$ cat config.mk
export PLATFORM = sky130hd
export DESIGN_NAME = gxf_top
export DESIGN_NICKNAME = d
export VERILOG_FILES = /design/src/design/gxf_pkg.sv /design/src/design/gxf_exit_sum.sv /design/src/design/gxf_top.sv
export SDC_FILE = /design/constraint.sdc
export NUM_CORES = 1
export LEC_CHECK = 0
export ABC_AREA = 0
export ABC_CLOCK_PERIOD_IN_PS = 9600
export BUFFER_PORTS_ARGS = -buffer_cell sky130_fd_sc_hd__buf_2
export CAP_MARGIN = 20
export CELL_PAD_IN_SITES_DETAIL_PLACEMENT = 0
export CELL_PAD_IN_SITES_GLOBAL_PLACEMENT = 1
export CORE_MARGIN = 8
export CORE_UTILIZATION = 43
export CTS_CLUSTER_DIAMETER = 50
export CTS_CLUSTER_SIZE = 25
export DETAILED_ROUTE_END_ITERATION = 10
export PLACE_DENSITY = 0.91
export SLEW_MARGIN = 20
export SYNTH_ARGS = -nofsm -noshare
export SYNTH_HDL_FRONTEND = slang
export SYNTH_SLANG_ARGS = --single-unit
$ cat constraint.sdc
create_clock -name SYS_CLK -period 9.6 [get_ports SYS_CLK]
set_input_delay 0.48 -clock SYS_CLK [delete_from_list [all_inputs] [get_ports SYS_CLK]]
set_output_delay 0.48 -clock SYS_CLK [all_outputs]
set_load 0.02 [all_outputs]
$ cat src/design/gxf_pkg.sv
package gxf_pkg;
    // ========================================================
    // Register map
    localparam logic [7:0] ADDR_ENTRY_THR = 8'hA0;
    localparam logic [7:0] ADDR_EXIT_THR = 8'hA1;
    localparam logic [7:0] ADDR_CONFIG_ONE = 8'hA2;
    localparam logic [7:0] RST_ENTRY_THR = 8'h00;
    localparam logic [7:0] RST_EXIT_THR = 8'h00;
    localparam logic [7:0] RST_CONFIG_ONE = 8'h00;
    localparam logic [7:0] UNMAPPED_READ = 8'h00;
    // Field positions in the first configuration register
    localparam int FIFO_SEL_LSB = 6;
    localparam int MASK_LSB = 2;
    localparam int PERS_LSB = 0;
    // Mask bit positions: one detector per bit
    localparam int MASK_RIGHT = 0;
    localparam int MASK_LEFT = 1;
    localparam int MASK_DOWN = 2;
    localparam int MASK_UP = 3;
    // Dataset counts per FIFO level selection
    localparam logic [5:0] FIFO_LVL_0 = 6'h01;
    localparam logic [5:0] FIFO_LVL_1 = 6'h04;
    localparam logic [5:0] FIFO_LVL_2 = 6'h08;
    localparam logic [5:0] FIFO_LVL_3 = 6'h10;
    // Consecutive gesture-end occurrences per persistence selection
    localparam logic [2:0] PERS_CNT_0 = 3'h1;
    localparam logic [2:0] PERS_CNT_1 = 3'h2;
    localparam logic [2:0] PERS_CNT_2 = 3'h4;
    localparam logic [2:0] PERS_CNT_3 = 3'h7;
    localparam logic [7:0] EXIT_DISABLED = 8'h00;

    // ========================================================
    // Types
    typedef enum logic [1:0] {
        GXF_IDLE = 2'h0,
        GXF_ACTIVE = 2'h1,
        GXF_EXIT = 2'h3
    } gxf_state_e;

    typedef struct packed {
        logic [7:0] up;
        logic [7:0] down;
        logic [7:0] left;
        logic [7:0] right;
    } gxf_dirs_s;

    typedef struct packed {
        logic [1:0] fifo_irq_level_sel;
        logic [3:0] exit_detector_mask;
        logic [1:0] exit_persistence_sel;
    } gxf_cfg_one_s;
endpackage : gxf_pkg

$ cat src/design/gxf_exit_sum.sv
// ========================================================
// Masked sum of the four directional detector samples
module gxf_exit_sum #(
    parameter int DATA_W = 8
) (
    input wire logic [DATA_W-1:0] up,
    input wire logic [DATA_W-1:0] down,
    input wire logic [DATA_W-1:0] left,
    input wire logic [DATA_W-1:0] right,
    input wire logic [3:0] mask,
    output logic [DATA_W+1:0] sum
);
    if (DATA_W < 1 || DATA_W > 16) begin : g_bad_width
        $error("gxf_exit_sum: DATA_W out of range");
    end

    // Two spare bits keep the four-way sum from wrapping
    always_comb begin
        sum = '0;
        if (!mask[gxf_pkg::MASK_RIGHT]) begin
            sum = sum + {2'b00, right};
        end
        if (!mask[gxf_pkg::MASK_LEFT]) begin
            sum = sum + {2'b00, left};
        end
        if (!mask[gxf_pkg::MASK_DOWN]) begin
            sum = sum + {2'b00, down};
        end
        if (!mask[gxf_pkg::MASK_UP]) begin
            sum = sum + {2'b00, up};
        end
    end
endmodule : gxf_exit_sum

$ cat src/design/gxf_top.sv
// Summary of operation
// The masked sum of the direction samples is compared with the 8-bit exit threshold to find a gesture end.
// An exit threshold of zero never ends a gesture; only a software clear of the active bit or dropping the gesture enable does.
// The FIFO level select in bits 7:6 is compared with the stored dataset count and raises the interrupt if enabled.
// Level select 0, 1, 2, 3 fires at 1, 4, 8, 16 datasets.
// Exit mask bits 5:2 drop right, left, down, up from the sum, one per bit, combining freely.
// Mask zero sums all four detectors and mask all ones sums none.
// Persistence bits 1:0 exit on the 1st, 2nd, 4th or 7th consecutive gesture end.
// The consecutive end counter clears on any valid gesture cycle without an end and on entry.
// Entry happens when the proximity result reaches the entry threshold, with no persistence filter.
module gxf_top #(
    parameter int DATA_W = 8,
    parameter int FIFO_W = 6
) (
    input wire logic SYS_CLK,
    input wire logic SRST,
    input wire logic REG_WR,
    input wire logic [7:0] REG_ADDR,
    input wire logic [7:0] REG_WDATA,
    output logic [7:0] REG_RDATA,
    input wire logic GESTURE_EN,
    input wire logic ACTIVE_CLR,
    input wire logic PROX_VALID,
    input wire logic [7:0] PROX_RESULT,
    input wire logic CYCLE_VALID,
    input wire gxf_pkg::gxf_dirs_s DIR_SAMPLE,
    input wire logic [FIFO_W-1:0] FIFO_LEVEL,
    input wire logic IRQ_EN,
    output logic GESTURE_ACTIVE,
    output logic EXIT_PULSE,
    output logic FIFO_IRQ,
    output logic [2:0] EXIT_COUNT
);
    if (DATA_W != 8 || FIFO_W < 5 || FIFO_W > 8) begin : g_bad_param
        $error("gxf_top: DATA_W must be 8 and FIFO_W within 5..8");
    end

    // ========================================================
    // Configuration registers
    logic [7:0] entry_threshold_value;
    logic [7:0] exit_threshold_value;
    gxf_pkg::gxf_cfg_one_s cfg;
    logic [7:0] next_entry_thr;
    logic [7:0] next_exit_thr;
    gxf_pkg::gxf_cfg_one_s next_cfg;
    logic [7:0] next_rdata;

    // Writes land in one cycle; reads return the addressed word next cycle
    always_comb begin
        next_entry_thr = entry_threshold_value;
        next_exit_thr = exit_threshold_value;
        next_cfg = cfg;
        if (REG_WR && REG_ADDR == gxf_pkg::ADDR_ENTRY_THR) begin
            next_entry_thr = REG_WDATA;
        end
        if (REG_WR && REG_ADDR == gxf_pkg::ADDR_EXIT_THR) begin
            next_exit_thr = REG_WDATA;
        end
        if (REG_WR && REG_ADDR == gxf_pkg::ADDR_CONFIG_ONE) begin
            next_cfg = gxf_pkg::gxf_cfg_one_s'(REG_WDATA);
        end
        case (REG_ADDR)
            gxf_pkg::ADDR_ENTRY_THR: next_rdata = entry_threshold_value;
            gxf_pkg::ADDR_EXIT_THR: next_rdata = exit_threshold_value;
            gxf_pkg::ADDR_CONFIG_ONE: next_rdata = 8'(cfg);
            default: next_rdata = gxf_pkg::UNMAPPED_READ;
        endcase
    end

    always_ff @(posedge SYS_CLK) begin
        if (SRST) begin
            entry_threshold_value <= gxf_pkg::RST_ENTRY_THR;
            exit_threshold_value <= gxf_pkg::RST_EXIT_THR;
            cfg <= gxf_pkg::gxf_cfg_one_s'(gxf_pkg::RST_CONFIG_ONE);
            REG_RDATA <= gxf_pkg::UNMAPPED_READ;
        end else begin
            entry_threshold_value <= next_entry_thr;
            exit_threshold_value <= next_exit_thr;
            cfg <= next_cfg;
            REG_RDATA <= next_rdata;
        end
    end

    // ========================================================
    // Exit sum and gesture-end decision
    logic [DATA_W+1:0] exit_compare_level;
    logic gesture_end;
    logic [2:0] pers_need;

    gxf_exit_sum #(
        .DATA_W(DATA_W)
    ) u_sum (
        .up(DIR_SAMPLE.up),
        .down(DIR_SAMPLE.down),
        .left(DIR_SAMPLE.left),
        .right(DIR_SAMPLE.right),
        .mask(cfg.exit_detector_mask),
        .sum(exit_compare_level)
    );

    // End means the unmasked energy fell below the threshold
    always_comb begin
        gesture_end = 1'b0;
        if (exit_threshold_value != gxf_pkg::EXIT_DISABLED) begin
            gesture_end = exit_compare_level <
                {2'b00, exit_threshold_value};
        end
        case (cfg.exit_persistence_sel)
            2'h0: pers_need = gxf_pkg::PERS_CNT_0;
            2'h1: pers_need = gxf_pkg::PERS_CNT_1;
            2'h2: pers_need = gxf_pkg::PERS_CNT_2;
            2'h3: pers_need = gxf_pkg::PERS_CNT_3;
            default: pers_need = gxf_pkg::PERS_CNT_0;
        endcase
    end

    // ========================================================
    // Gesture state machine
    gxf_pkg::gxf_state_e state;
    gxf_pkg::gxf_state_e next_state;
    logic [2:0] next_count;
    logic next_active;
    logic next_exit_pulse;

    // A software clear wins over everything else while a gesture runs
    always_comb begin
        next_state = state;
        next_count = EXIT_COUNT;
        next_active = GESTURE_ACTIVE;
        next_exit_pulse = 1'b0;
        case (state)
            gxf_pkg::GXF_IDLE: begin
                next_count = 3'h0;
                if (GESTURE_EN && PROX_VALID &&
                        PROX_RESULT >= entry_threshold_value) begin
                    next_state = gxf_pkg::GXF_ACTIVE;
                    next_active = 1'b1;
                    next_count = 3'h0;
                end
            end
            gxf_pkg::GXF_ACTIVE: begin
                if (ACTIVE_CLR || !GESTURE_EN) begin
                    next_state = gxf_pkg::GXF_IDLE;
                    next_active = 1'b0;
                    next_count = 3'h0;
                end else if (CYCLE_VALID) begin
                    if (!gesture_end) begin
                        next_count = 3'h0;
                    end else if (EXIT_COUNT + 3'h1 >= pers_need) begin
                        next_state = gxf_pkg::GXF_EXIT;
                        next_active = 1'b0;
                        next_exit_pulse = 1'b1;
                        next_count = EXIT_COUNT + 3'h1;
                    end else begin
                        next_count = EXIT_COUNT + 3'h1;
                    end
                end
            end
            gxf_pkg::GXF_EXIT: begin
                // One idle cycle stops a still-near target re-entering at once
                next_state = gxf_pkg::GXF_IDLE;
                next_count = 3'h0;
            end
            default: begin
                next_state = gxf_pkg::GXF_IDLE;
                next_active = 1'b0;
                next_count = 3'h0;
            end
        endcase
    end

    always_ff @(posedge SYS_CLK) begin
        if (SRST) begin
            state <= gxf_pkg::GXF_IDLE;
            EXIT_COUNT <= 3'h0;
            GESTURE_ACTIVE <= 1'b0;
            EXIT_PULSE <= 1'b0;
        end else begin
            state <= next_state;
            EXIT_COUNT <= next_count;
            GESTURE_ACTIVE <= next_active;
            EXIT_PULSE <= next_exit_pulse;
        end
    end

    // ========================================================
    // FIFO level interrupt
    logic [FIFO_W-1:0] fifo_need;
    logic next_irq;

    // Level driven: stays up while the FIFO holds enough datasets
    always_comb begin
        case (cfg.fifo_irq_level_sel)
            2'h0: fifo_need = FIFO_W'(gxf_pkg::FIFO_LVL_0);
            2'h1: fifo_need = FIFO_W'(gxf_pkg::FIFO_LVL_1);
            2'h2: fifo_need = FIFO_W'(gxf_pkg::FIFO_LVL_2);
            2'h3: fifo_need = FIFO_W'(gxf_pkg::FIFO_LVL_3);
            default: fifo_need = FIFO_W'(gxf_pkg::FIFO_LVL_0);
        endcase
        next_irq = IRQ_EN && (FIFO_LEVEL >= fifo_need);
    end

    always_ff @(posedge SYS_CLK) begin
        if (SRST) begin
            FIFO_IRQ <= 1'b0;
        end else begin
            FIFO_IRQ <= next_irq;
        end
    end
endmodule : gxf_top

# Yosys cells after proc, flatten, opt, wreduce, memory -nomap -nowiden
# Cells that the tools add are included.
[op_classes]
addsub = 4
n_lt_le_gt_ge = 4
n_eq_ne = 15
n_mux = 22
bitwise_logic = 4
n_reduce_logical = 16
[ops]
columns = ["operator", "n"]
rows = [
  ["$mux 10", 3],
  ["$eq 8x8->1 const B", 3],
  ["$pmux 6 s4", 1],
  ["$pmux 8 s3", 1],
  ["$add 10x8->10", 2],
  ["$pmux 3 s4", 1],
  ["$eq 2x2->1 const B", 5],
  ["$lt 10x8->1", 1],
  ["$mux 2", 5],
  ["$add 8x8->9", 1],
  ["$ne 3x3->1 const B", 3],
  ["$ge 8x8->1", 1],
  ["$mux 8", 1],
  ["$reduce_bool 8->1", 1],
  ["$mux 1", 7],
  ["$eq 2x1->1 const B", 3],
  ["$ge 6x6->1", 1],
  ["$logic_and 1x1->1", 6],
  ["$logic_not 2->1", 3],
  ["$reduce_and 5->1", 1],
  ["$reduce_or 5->1", 1],
  ["$not 1->1", 4],
  ["$pmux 2 s2", 1],
  ["$reduce_and 4->1", 1],
  ["other kinds (8)", 8],
]
[word_totals]
regBits = 40
inputBits = 70
output_inout_bits = 14
word_cells = 76

# Logic depth before layout (Yosys ltp)
# Gate-level depths: netlist of run 1.
[logic_depth]
depth_word = 13
depth_mapped = 32

# Cells and area by module
# Synthesis of run 1 repeated with hierarchy kept, for this count alone.
[hier_totals]
cells_unflattened = 450
area_unflattened_um2 = 3723.6
[modules_own_cells]
columns = ["module", "instances", "cells_each", "area_per_inst_um2", "seq_area_each_um2"]
rows = [
  ["gxf_top", 1, 247, 2245.9, 800.8],
  ["gxf_exit_sum", 1, 203, 1477.7, 0.0],
]

# Worst setup path before layout of run 1
# OpenSTA, ideal clock, no wires.
[synth_path]
path_type = "flip-flop to flip-flop"
startpoint = "register cfg[2] in the netlist's numbering"
endpoint = "register EXIT_COUNT[2]"
setup_ns = 0.122
arrival_ns = 5.238
setup_slack_ns = 4.240
path_stages_with_launch = 33
n_path_buf = 1
period_less_slack_ns = 5.360
cell_sequence = "dfxtp_1 -> clkbuf_1 -> nor2b_1 -> ha_1 -> a21o_1 -> maj3_1 -> xnor2_1 -> nor2_1 -> xor2_1 -> ha_1 -> o21ai_0 -> o21bai_1 -> a21o_2 -> xnor2_1 -> nor2_1 -> a21o_1 -> ha_1 -> o21a_1 -> o31a_1 -> o21a_1 -> nor2_1 -> xnor2_1 -> nand2_1 -> o311ai_0 -> ha_1 -> nand3_1 -> a31oi_1 -> o31ai_1 -> nand4b_1 -> nor2_1 -> o31ai_2 -> a21oi_2 -> a221o_1"
[synth_via]
elab_chain_cells = 10
[synth_rtl]
columns = ["item", "line_no", "text"]
rows = [
  ["start, declared", "gxf_top.sv:42", "gxf_pkg::gxf_cfg_one_s cfg;"],
  ["start signal, assigned", "gxf_top.sv:74", "cfg <= gxf_pkg::gxf_cfg_one_s'(gxf_pkg::RST_CONFIG_ONE);"],
  ["start signal, assigned", "gxf_top.sv:79", "cfg <= next_cfg;"],
  ["$mux 8 *", "gxf_exit_sum.sv:20", "if (!mask[gxf_pkg::MASK_RIGHT]) begin"],
  ["$add 8x8->9", "gxf_exit_sum.sv:24", "sum = sum + {2'b00, left};"],
  ["$mux 10 *", "gxf_exit_sum.sv:23", "if (!mask[gxf_pkg::MASK_LEFT]) begin"],
  ["$add 10x8->10", "gxf_exit_sum.sv:27", "sum = sum + {2'b00, down};"],
  ["$mux 10 *", "gxf_exit_sum.sv:26", "if (!mask[gxf_pkg::MASK_DOWN]) begin"],
  ["$add 10x8->10", "gxf_exit_sum.sv:30", "sum = sum + {2'b00, up};"],
  ["$mux 10 *", "gxf_exit_sum.sv:29", "if (!mask[gxf_pkg::MASK_UP]) begin"],
  ["$lt 10x8->1 *", "gxf_top.sv:105", "gesture_end = exit_compare_level <"],
  ["$mux 1 *", "gxf_top.sv:104", "if (exit_threshold_value != gxf_pkg::EXIT_DISABLED) begin"],
  ["$mux 3 *", "gxf_top.sv:147", "if (!gesture_end) begin"],
  ["end signal, assigned", "gxf_top.sv:180", "EXIT_COUNT <= next_count;"],
  ["end, declared", "gxf_top.sv:32", "output logic [2:0] EXIT_COUNT"],
]
# Every way passes the cells marked *; elsewhere a longest branch is shown, timed or not.
# A chain may end at the register's enable or synchronous reset.

# Worst setup path after layout of run 1
# Ends and elaborated chain as after synthesis.

==> impl_metrics.env, run 1 <==
export IMPL_antenna_found_initial=0
export IMPL_synth_top_area_cell="dfxtp_1"
export IMPL_ys_warn_count=0
export IMPL_crit_fanout=13
export IMPL_clkLatencyLatePin_ns=0.29
export IMPL_timing_rr_end="EXIT_COUNT[2]"
export IMPL_hold_viol=0
export IMPL_fmax_ghz=0.164
export IMPL_ys_async_sr_fraction_pct=0
export IMPL_clkTransAtPathRegs_ns=0.08
export IMPL_multiInputGateArea_um2=2700
export IMPL_port_buffers=83
export IMPL_netlist_instances=459
export IMPL_wl_per_cell_um=15.7
export IMPL_gp_congestion=0.867
export IMPL_post_cts_buffers=0
export IMPL_cts_resized=0
export IMPL_drtPass1Iterations=5
export IMPL_wirelength_mm=10.0
export IMPL_fillers=821
export IMPL_postCtsHoldBufs=0
export IMPL_coreArea_um2=8260
export IMPL_synth_cell_type_count=68
export IMPL_grt_pass1_wl_mm=16.8
export IMPL_worstHoldStart="IRQ_EN"
export IMPL_pre_cts_ws_ns=3.53
export IMPL_synth_avg_cell_area_um2=8.02
export IMPL_synth_top_area_share_pct=21.8
export IMPL_critical_path_arrival_ns=6.30
export IMPL_synthTopCellsByCount="ha_1, nand2_1, dfxtp_1, nor2_1, a21oi_1"
export IMPL_power_leakage_uw=0.00176
export IMPL_rows=33
export IMPL_antenna_left=0
export IMPL_crit_path_end_kind="register"
export IMPL_status="finished clean"
export IMPL_yosysSeqAreaShare_pct=21.8
export IMPL_final_nets=657
export IMPL_antennaDiodeCount=0
export IMPL_grt_max_degree=30
export IMPL_initial_core_util_pct=44.6
export IMPL_hold_path_class="input port to register"
export IMPL_holdPathStages=2
export IMPL_synth_edf_count=0
export IMPL_via_count=3626
export IMPL_rsz0062_at_grt="no"
export IMPL_fp_dieH_um=109
export IMPL_cts_tree="yes"
export IMPL_cts_buffer_depth=2
export IMPL_finalSetupViolCount=0
export IMPL_crit_required_ns=9.78
export IMPL_ios=84
export IMPL_drive_gt1_share_pct=21.7
export IMPL_dieWidth_um=109
export IMPL_dp_hpwl_mm=8.05
export IMPL_fin_crit_ns=6.11
export IMPL_initialDrtViolationCount=271
export IMPL_synth_most_common_cell="ha_1"
export IMPL_finalClockSkew_ns=0.00725
export IMPL_finalCritPeriodShare_pct=63.7
export IMPL_synth_area_um2=3680
export IMPL_synth_flop_cell="dfxtp_1"
export IMPL_area_delta_synth_final_pct=15.5
export IMPL_reg2regPathDepth=31
export IMPL_peakVddDrop_mv=0.0699
export IMPL_rrSetupSlack_ns=3.49
export IMPL_grt_pass1_vias=3568
export IMPL_slowest_stage="dfxtp_1"
export IMPL_yosys_top_cells_area="dfxtp_1, ha_1, a21oi_1"
export IMPL_final_cell_count_no_fill=640
export IMPL_track_usage_pct=17.1
export IMPL_ys_ff_latch=40
export IMPL_tightest_slew_ns=0.788
export IMPL_cts_sinks=40
export IMPL_cts_buffers=5
export IMPL_drc=0
export IMPL_slew_violations=0
export IMPL_clockRootBuffer="clkbuf_8"
export IMPL_placed_cells=633
export IMPL_maxCapViolations=0
export IMPL_slew_headroom_pct=47.4
export IMPL_power_density_nw_per_um2=141
export IMPL_die_area_um2=11800
export IMPL_synth_nets=581
export IMPL_via_per_inst=5.67
export IMPL_slowest_delay_ns=0.63
export IMPL_path_class="register to register"
export IMPL_htreeDepth=2
export IMPL_layout_area_seq_um2=801
export IMPL_r2r_start="cfg[2]"
export IMPL_grt_ovfl_total=0
export IMPL_whs_endpoint="FIFO_IRQ"
export IMPL_p_total_uw=598
export IMPL_tns_ns=0
export IMPL_worst_slack_ns=3.49
export IMPL_start_kind="register"
[cell families (layout without fill, tap and decap cells)]
kind of cell | after synthesis | count (layout) | synth area share (%)
AO/OA/AOI/OAI | 143 | 143 | 28.7
buffers and inverters | 45 | 121 | 4.86
multiplexers | 3 | 3 | 0.884
XOR/XNOR | 14 | 14 | 3.33
flip-flops | 40 | 40 | 21.8
adder cells (fa/ha/maj) | 55 | 55 | 19.1
AND/OR/NAND/NOR | 159 | 159 | 21.3
[state kept, by name, indices dropped and copies added, names as in the netlist]
register               cells
entry_threshold_value      8
EXIT_COUNT                 3
FIFO_IRQ                   1
exit_threshold_value       8
GESTURE_ACTIVE             1
REG_RDATA                  8
EXIT_PULSE                 1
state                      2
cfg                        8
[report_power, final]
group	switching [µW]	total (µW)	internal, µW
Sequential	0.661	167	167
Clock	58.1	108	49.5
Combinational	173	324	151
Total	232	598	367
[per-stage QoR]
stage	utilization [%]	area (µm²)	hold slack [ns]
2_1_floorplan	-	3680	0.449
3_3_place_gp	50.5	4170	0.461
3_5_place_dp	50.5	4170	0.466
4_1_cts	51.5	4250	0.453
5_1_grt	51.5	4250	0.445
6_report	51.5	4250	0.455
[per-layer routing]
layer | up-vias | routed length (µm) | track usage [%]
li1 | 1835 | - | -
met1 | 1707 | 4520 | 22.0
met2 | 80 | 4850 | 29.6
met3 | 4 | 599 | 3.03
met4 | 0 | 65 | 3.03
met5 | - | 0 | 0
[how the worst max path moves through the flow]
stage / end / depth (start not counted) / startpoint / slack, ns
5_1_grt: EXIT_COUNT[2] / 31 / cfg[2] / 2.96
3_5_place_dp: EXIT_COUNT[2] / 32 / DIR_SAMPLE[1] / 3.53
6_report: EXIT_COUNT[2] / 31 / cfg[2] / 3.49
2_1_floorplan: EXIT_COUNT[2] / 32 / cfg[2] / 4.24
3_3_place_gp: EXIT_COUNT[2] / 32 / DIR_SAMPLE[1] / 3.69
4_1_cts: EXIT_COUNT[2] / 31 / cfg[2] / 3.50
[critical path, delay by kind of cell, from the launching register on]
kind	cells	cell delay, ns
AO/OA/AOI/OAI	14	2.27
XOR/XNOR	4	0.69
flip-flops	1	0.63
adder cells (fa/ha/maj)	5	1.66
AND/OR/NAND/NOR	8	0.74
[final cells by class]
cell class | instances | share of cell area (%)
clock inverter | 1 | 0.118
inverter | 29 | 2.56
tap | 105 | 3.09
multi-input combinational | 374 | 63.5
sequential | 40 | 18.8
timing repair buffer | 85 | 10.1
clock buffer | 6 | 1.71
[placed cells by master, fill, tap and decap left out, types with 5 or more instances in the layout]
cell type and instances:
nor2b_1 13, dfxtp_1 40, nor2_1 40, ha_1 49, nand2b_1 7, nand2_1 43, nand3_1 29, o21ai_0 14
inv_1 28, a211oi_1 11, xnor2_1 9, a222oi_1 8, xor2_1 5, o21a_1 8, buf_2 83, clkbuf_8 5
a21oi_1 37, a21o_1 15, a31oi_1 5
Power figures use the tool's default switching activity.
==> run 2, diff against run 1 <==
--- a/config.mk
+++ b/config.mk
@@ -6,17 +6,17 @@
 export NUM_CORES = 1
 export LEC_CHECK = 0
 export ABC_AREA = 0
-export ABC_CLOCK_PERIOD_IN_PS = 9600
+export ABC_CLOCK_PERIOD_IN_PS = 6400
 export BUFFER_PORTS_ARGS = -buffer_cell sky130_fd_sc_hd__buf_2
 export CAP_MARGIN = 20
 export CELL_PAD_IN_SITES_DETAIL_PLACEMENT = 0
 export CELL_PAD_IN_SITES_GLOBAL_PLACEMENT = 1
 export CORE_MARGIN = 8
-export CORE_UTILIZATION = 43
+export CORE_UTILIZATION = 40
 export CTS_CLUSTER_DIAMETER = 50
 export CTS_CLUSTER_SIZE = 25
 export DETAILED_ROUTE_END_ITERATION = 10
-export PLACE_DENSITY = 0.91
+export PLACE_DENSITY = 0.86
 export SLEW_MARGIN = 20
 export SYNTH_ARGS = -nofsm -noshare
 export SYNTH_HDL_FRONTEND = slang
==> constraint.sdc (replaced) <==
create_clock -name SYS_CLK -period 6.4 [get_ports SYS_CLK]
set_input_delay 0.32 -clock SYS_CLK [delete_from_list [all_inputs] [get_ports SYS_CLK]]
set_output_delay 0.32 -clock SYS_CLK [all_outputs]
set_load 0.02 [all_outputs]
==> run 2 against run 1 <==
Effect of this change:
- first-iteration DRC count down 15%
- sequential share of layout area down 0.17 points
- critical path depth unchanged
- routed wire length down 1.6%
- fmax up 5.2%
- clock-buffer cell count unchanged
- clock skew down 0.00060 ns
- worst hold slack worse by 0.16 ns
- largest cell class unchanged
- largest power group unchanged
- highest routed layer unchanged
==> impl_metrics.env, run 2 (synthesized netlist as in run 1, its figures left out) <==
export IMPL_start_kind="register"
export IMPL_final_common_cell="buf_2"
export IMPL_antenna_found_initial=0
export IMPL_initialDrtViolationCount=231
export IMPL_status="finished clean"
export IMPL_track_usage_pct=15.9
export IMPL_tightest_slew_ns=0.767
export IMPL_finalCritPeriodShare_pct=90.9
export IMPL_grt_ovfl_total=0
export IMPL_multiInputGateArea_um2=2700
export IMPL_place_area_um2=4190
export IMPL_area_delta_synth_final_pct=16.7
export IMPL_wl_per_cell_um=15.2
export IMPL_antenna_left=0
export IMPL_grt_pass1_vias=3794
export IMPL_critPathBufInv=0
export IMPL_crit_fanout=13
export IMPL_clkLatencyLatePin_ns=0.29
export IMPL_cts_buffers=5
export IMPL_slew_headroom_pct=48.8
export IMPL_hold_path_class="input port to register"
export IMPL_dieWidth_um=112
export IMPL_drc=0
export IMPL_fp_dieH_um=112
export IMPL_whs_endpoint="FIFO_IRQ"
export IMPL_gp_congestion=0.814
export IMPL_clockRootBuffer="clkbuf_8"
export IMPL_ios=84
export IMPL_initial_core_util_pct=40.6
export IMPL_rrSetupSlack_ns=0.58
export IMPL_final_nets=658
export IMPL_antennaDiodeCount=0
export IMPL_grt_pass1_wl_mm=17.1
export IMPL_fillers=900
export IMPL_maxCapViolations=0
export IMPL_rsz0062_at_grt="no"
export IMPL_slowest_delay_ns=0.39
export IMPL_post_cts_buffers=0
export IMPL_dp_hpwl_mm=8.11
export IMPL_crit_family="compound AO/OA/AOI/OAI gates"
export IMPL_slowest_stage="dfxtp_2"
export IMPL_postLayoutCellArea_um2=4300
export IMPL_grt_max_degree=30
export IMPL_hold_viol=0
export IMPL_clkTransAtPathRegs_ns=0.08
export IMPL_coreArea_um2=9060
export IMPL_slew_violations=0
export IMPL_port_buffers=83
export IMPL_timing_rr_end="EXIT_COUNT[2]"
export IMPL_holdPathStages=2
export IMPL_wirelength_mm=9.88
export IMPL_cts_sinks=40
export IMPL_layout_common_cells="buf_2, ha_1, nand2_1"
export IMPL_finalSetupViolCount=0
export IMPL_layout_area_seq_um2=802
export IMPL_drtPass1Iterations=6
export IMPL_power_leakage_uw=0.00178
export IMPL_die_area_um2=12500
export IMPL_power_density_nw_per_um2=218
export IMPL_via_per_inst=5.54
export IMPL_tns_ns=0
export IMPL_fin_crit_ns=5.82
export IMPL_drive_gt1_share_pct=22.2
export IMPL_critical_path_arrival_ns=5.99
export IMPL_htreeDepth=2
export IMPL_reg2regPathDepth=31
export IMPL_via_count=3588
export IMPL_crit_required_ns=6.58
export IMPL_finalClockSkew_ns=0.00665
export IMPL_cts_buffer_depth=2
export IMPL_worstHoldStart="IRQ_EN"
export IMPL_fmax_ghz=0.172
export IMPL_r2r_start="cfg[2]"
export IMPL_path_class="register to register"
export IMPL_cts_tree="yes"
export IMPL_peakVddDrop_mv=0.121
export IMPL_crit_path_end_kind="register"
export IMPL_rows=35
[run 2: cell types whose count changed in the layout (fill, tap and decap cells not counted), sizes merged]
cell / previous run / this run
buf: 85 / 86
bufinv: 0 / 1
[run 2: worst register-to-register path, delay by kind of cell (launching register included)]
| kind | cells | cell delay, ns |
|---|---|---|
| compound gates | 14 | 2.25 |
| flops | 1 | 0.39 |
| fa+ha+maj | 5 | 1.63 |
| xor+xnor | 4 | 0.62 |
| simple gates | 8 | 0.81 |
[run 2: what timing repair did]
action | in CTS | in global routing
gates resized for setup | 0 | 1
hold buffers | 0 | 0
endpoints found under the hold margin | 0 | 0
endpoints found under the setup margin | 0 | 1
[run 2: area by class of cell]
| class | instances | share of cell area (%) |
|---|---|---|
| multi-input cells | 374 | 62.9 |
| clock inverters | 2 | 0.816 |
| well taps | 111 | 3.23 |
| clock buffers | 6 | 1.69 |
| flip-flops and latches | 40 | 18.7 |
| repair buffers | 86 | 10.2 |
| inverters | 29 | 2.53 |
[run 2: per-stage QoR]
stage | cells | power (µW) | utilization, % | hold slack [ns] | setup WS, ns
after global placement | 640 | 722 | 46.2 | 0.467 | 0.673
after detailed placement | 640 | 739 | 46.2 | 0.481 | 0.493
after floorplan | 459 | 633 | - | 0.449 | 1.04
final | 648 | 935 | 47.4 | 0.296 | 0.585
after global routing | 648 | 1020 | 47.4 | 0.287 | 0.0513
after CTS | 648 | 941 | 47.4 | 0.286 | 0.467
[run 2: how the worst max path moves through the flow]
stage,from,end,slack [ns],cells after the start
detailed placement,cfg[2],EXIT_COUNT[2],0.49,31
global route,cfg[2],EXIT_COUNT[2],0.05,31
global placement,cfg[2],EXIT_COUNT[2],0.67,31
CTS,cfg[2],EXIT_COUNT[2],0.47,31
finish,cfg[2],EXIT_COUNT[2],0.58,31
floorplan,cfg[2],EXIT_COUNT[2],1.04,32
[run 2: where the power goes]
part	leakage, µW	internal (µW)	switching [µW]
Combinational	0.00140	226	259
Clock	0.0000552	116	83.7
Sequential	0.000323	250	0.932
Total	0.00178	591	343
[run 2: metal layers]
layer / part of all wire [%] / GRT usage, %
met5: 0 / 0
met1: 46 / 18.9
met2: 48 / 28.8
met4: 0.75 / 3.01
met3: 5.2 / 3.25
==> run 3, diff against run 2 <==
--- a/config.mk
+++ b/config.mk
@@ -16,7 +16,9 @@
 export CTS_CLUSTER_DIAMETER = 50
 export CTS_CLUSTER_SIZE = 25
 export DETAILED_ROUTE_END_ITERATION = 10
+export MAX_ROUTING_LAYER = met4
 export PLACE_DENSITY = 0.86
+export RECOVER_POWER = 50
 export SLEW_MARGIN = 20
 export SYNTH_ARGS = -nofsm -noshare
 export SYNTH_HDL_FRONTEND = slang
==> run 3 against run 2 <==
Effect of this change:
- sequential share of layout area grew 0.13 points
- global-route usage grew 0.42 points
- highest routed layer unchanged
- critical path type unchanged
- die area is the same
- setup slack lost 0.012 ns
- combinational power is essentially flat
- fmax shrank 0.21%
- power is essentially flat
- largest power group unchanged
==> impl_metrics.env, run 3 (synthesized netlist as in run 1, its figures left out) <==
export IMPL_coreArea_um2=9060
export IMPL_p_sw_uw=345
export IMPL_power_density_nw_per_um2=219
export IMPL_layout_area_seq_um2=802
export IMPL_port_buffers=83
export IMPL_multiInputGateArea_um2=2700
export IMPL_cts_buffers=5
export IMPL_cts_tree="yes"
export IMPL_peakVddDrop_mv=0.120
export IMPL_clockRootBuffer="clkbuf_8"
export IMPL_cts_sinks=40
export IMPL_grt_ovfl_total=0
export IMPL_power_leakage_uw=0.00171
export IMPL_gp_congestion=0.826
export IMPL_finalClockSkew_ns=0.00606
export IMPL_crit_path_end_kind="register"
export IMPL_fillers=911
export IMPL_seqPwrFrac_pct=26.8
export IMPL_wl_per_cell_um=15.3
export IMPL_finalSetupViolCount=0
export IMPL_cts_buffer_depth=2
export IMPL_slew_violations=0
export IMPL_fp_dieH_um=112
export IMPL_antenna_left=0
export IMPL_postLayoutCellArea_um2=4270
export IMPL_p_int_uw=591
export IMPL_fin_util_pct=47.1
export IMPL_maxCapViolations=0
export IMPL_tns_ns=0
export IMPL_drc=0
export IMPL_area_delta_synth_final_pct=15.9
export IMPL_rrSetupSlack_ns=0.57
export IMPL_critical_path_arrival_ns=6.00
export IMPL_timing_rr_end="EXIT_COUNT[2]"
export IMPL_reg2regPathDepth=31
export IMPL_start_kind="register"
export IMPL_final_nets=658
export IMPL_critPathBufInv=0
export IMPL_fin_crit_ns=5.83
export IMPL_wirelength_mm=9.89
export IMPL_worstHoldStart="IRQ_EN"
export IMPL_pre_cts_ws_ns=0.493
export IMPL_rsz0062_at_grt="no"
export IMPL_initialDrtViolationCount=220
export IMPL_slew_headroom_pct=46.7
export IMPL_htreeDepth=2
export IMPL_slowest_stage="dfxtp_2"
export IMPL_comb_power_share_pct=51.8
export IMPL_slowest_delay_ns=0.39
export IMPL_worst_slack_ns=0.573
export IMPL_drive_gt1_share_pct=19.0
export IMPL_finalCritPeriodShare_pct=91.0
export IMPL_grt_max_degree=30
export IMPL_via_count=3566
export IMPL_die_area_um2=12500
export IMPL_place_area_um2=4190
export IMPL_antenna_found_initial=0
export IMPL_tightest_slew_ns=0.799
export IMPL_final_common_cell="buf_2"
export IMPL_antennaDiodeCount=0
export IMPL_dp_hpwl_mm=8.11
export IMPL_hold_viol=0
export IMPL_clkTransAtPathRegs_ns=0.08
export IMPL_status="finished clean"
export IMPL_holdPathStages=2
export IMPL_fmax_ghz=0.172
export IMPL_drtPass1Iterations=6
export IMPL_whs_ns=0.296
export IMPL_hold_path_class="input port to register"
export IMPL_path_class="register to register"
export IMPL_r2r_start="cfg[2]"
export IMPL_crit_required_ns=6.58
export IMPL_swShare_pct=36.8
export IMPL_whs_endpoint="FIFO_IRQ"
export IMPL_ios=84
export IMPL_initial_core_util_pct=40.6
export IMPL_via_per_inst=5.50
export IMPL_layout_common_cells="buf_2, ha_1, nand2_1"
export IMPL_grt_pass1_vias=3794
export IMPL_crit_family="compound AO/OA/AOI/OAI gates"
export IMPL_track_usage_pct=16.3
export IMPL_clkLatencyLatePin_ns=0.29
export IMPL_rows=35
export IMPL_dieWidth_um=112
export IMPL_crit_fanout=13
export IMPL_grt_pass1_wl_mm=17.1
export IMPL_clkPwrFrac_pct=21.4
[run 3: stage by stage]
step           total power [µW]  instances
2_1_floorplan               633        459
3_3_place_gp                722        640
3_5_place_dp                739        640
4_1_cts                     941        648
5_1_grt                    1020        648
6_report                    936        648
[run 3: worst max path at each step]
stage | start | endpoint | slack (ns) | cells after the start
after floorplan | cfg[2] | EXIT_COUNT[2] | 1.04 | 32
after detailed placement | cfg[2] | EXIT_COUNT[2] | 0.49 | 31
final | cfg[2] | EXIT_COUNT[2] | 0.57 | 31
after global placement | cfg[2] | EXIT_COUNT[2] | 0.67 | 31
after global routing | cfg[2] | EXIT_COUNT[2] | 0.05 | 31
after CTS | cfg[2] | EXIT_COUNT[2] | 0.47 | 31
[run 3: power by group through the flow]
stage	registers [µW]	logic (µW)	clock network, µW
2_1_floorplan	257	376	0
3_3_place_gp	257	465	0
3_5_place_dp	257	482	0
4_1_cts	251	485	205
5_1_grt	251	549	216
6_report	251	485	200
[run 3: per-layer routing]
layer / part of all wire, % / wire [µm] / up-vias / track usage [%]
met2: 49 / 4800 / 81 / 28.8
met5: 0 / 0 / - / -
met4: 0.77 / 76 / 0 / 3.01
met1: 47 / 4660 / 1652 / 19.3
li1: - / - / 1825 / -
met3: 3.6 / 359 / 8 / 2.38
[run 3: cell type report]
class,count,area share (%)
clock inverter,2,0.821
timing repair buffer,86,9.68
inverter,29,2.55
multi-input combinational,374,63.2
sequential,40,18.8
clock buffer,6,1.70
tap,111,3.26
[run 3: what timing repair did]
action	CTS	global route
setup endpoints to repair	0	1
hold buffers	0	0
setup buffers	0	0
gates resized for setup	0	1
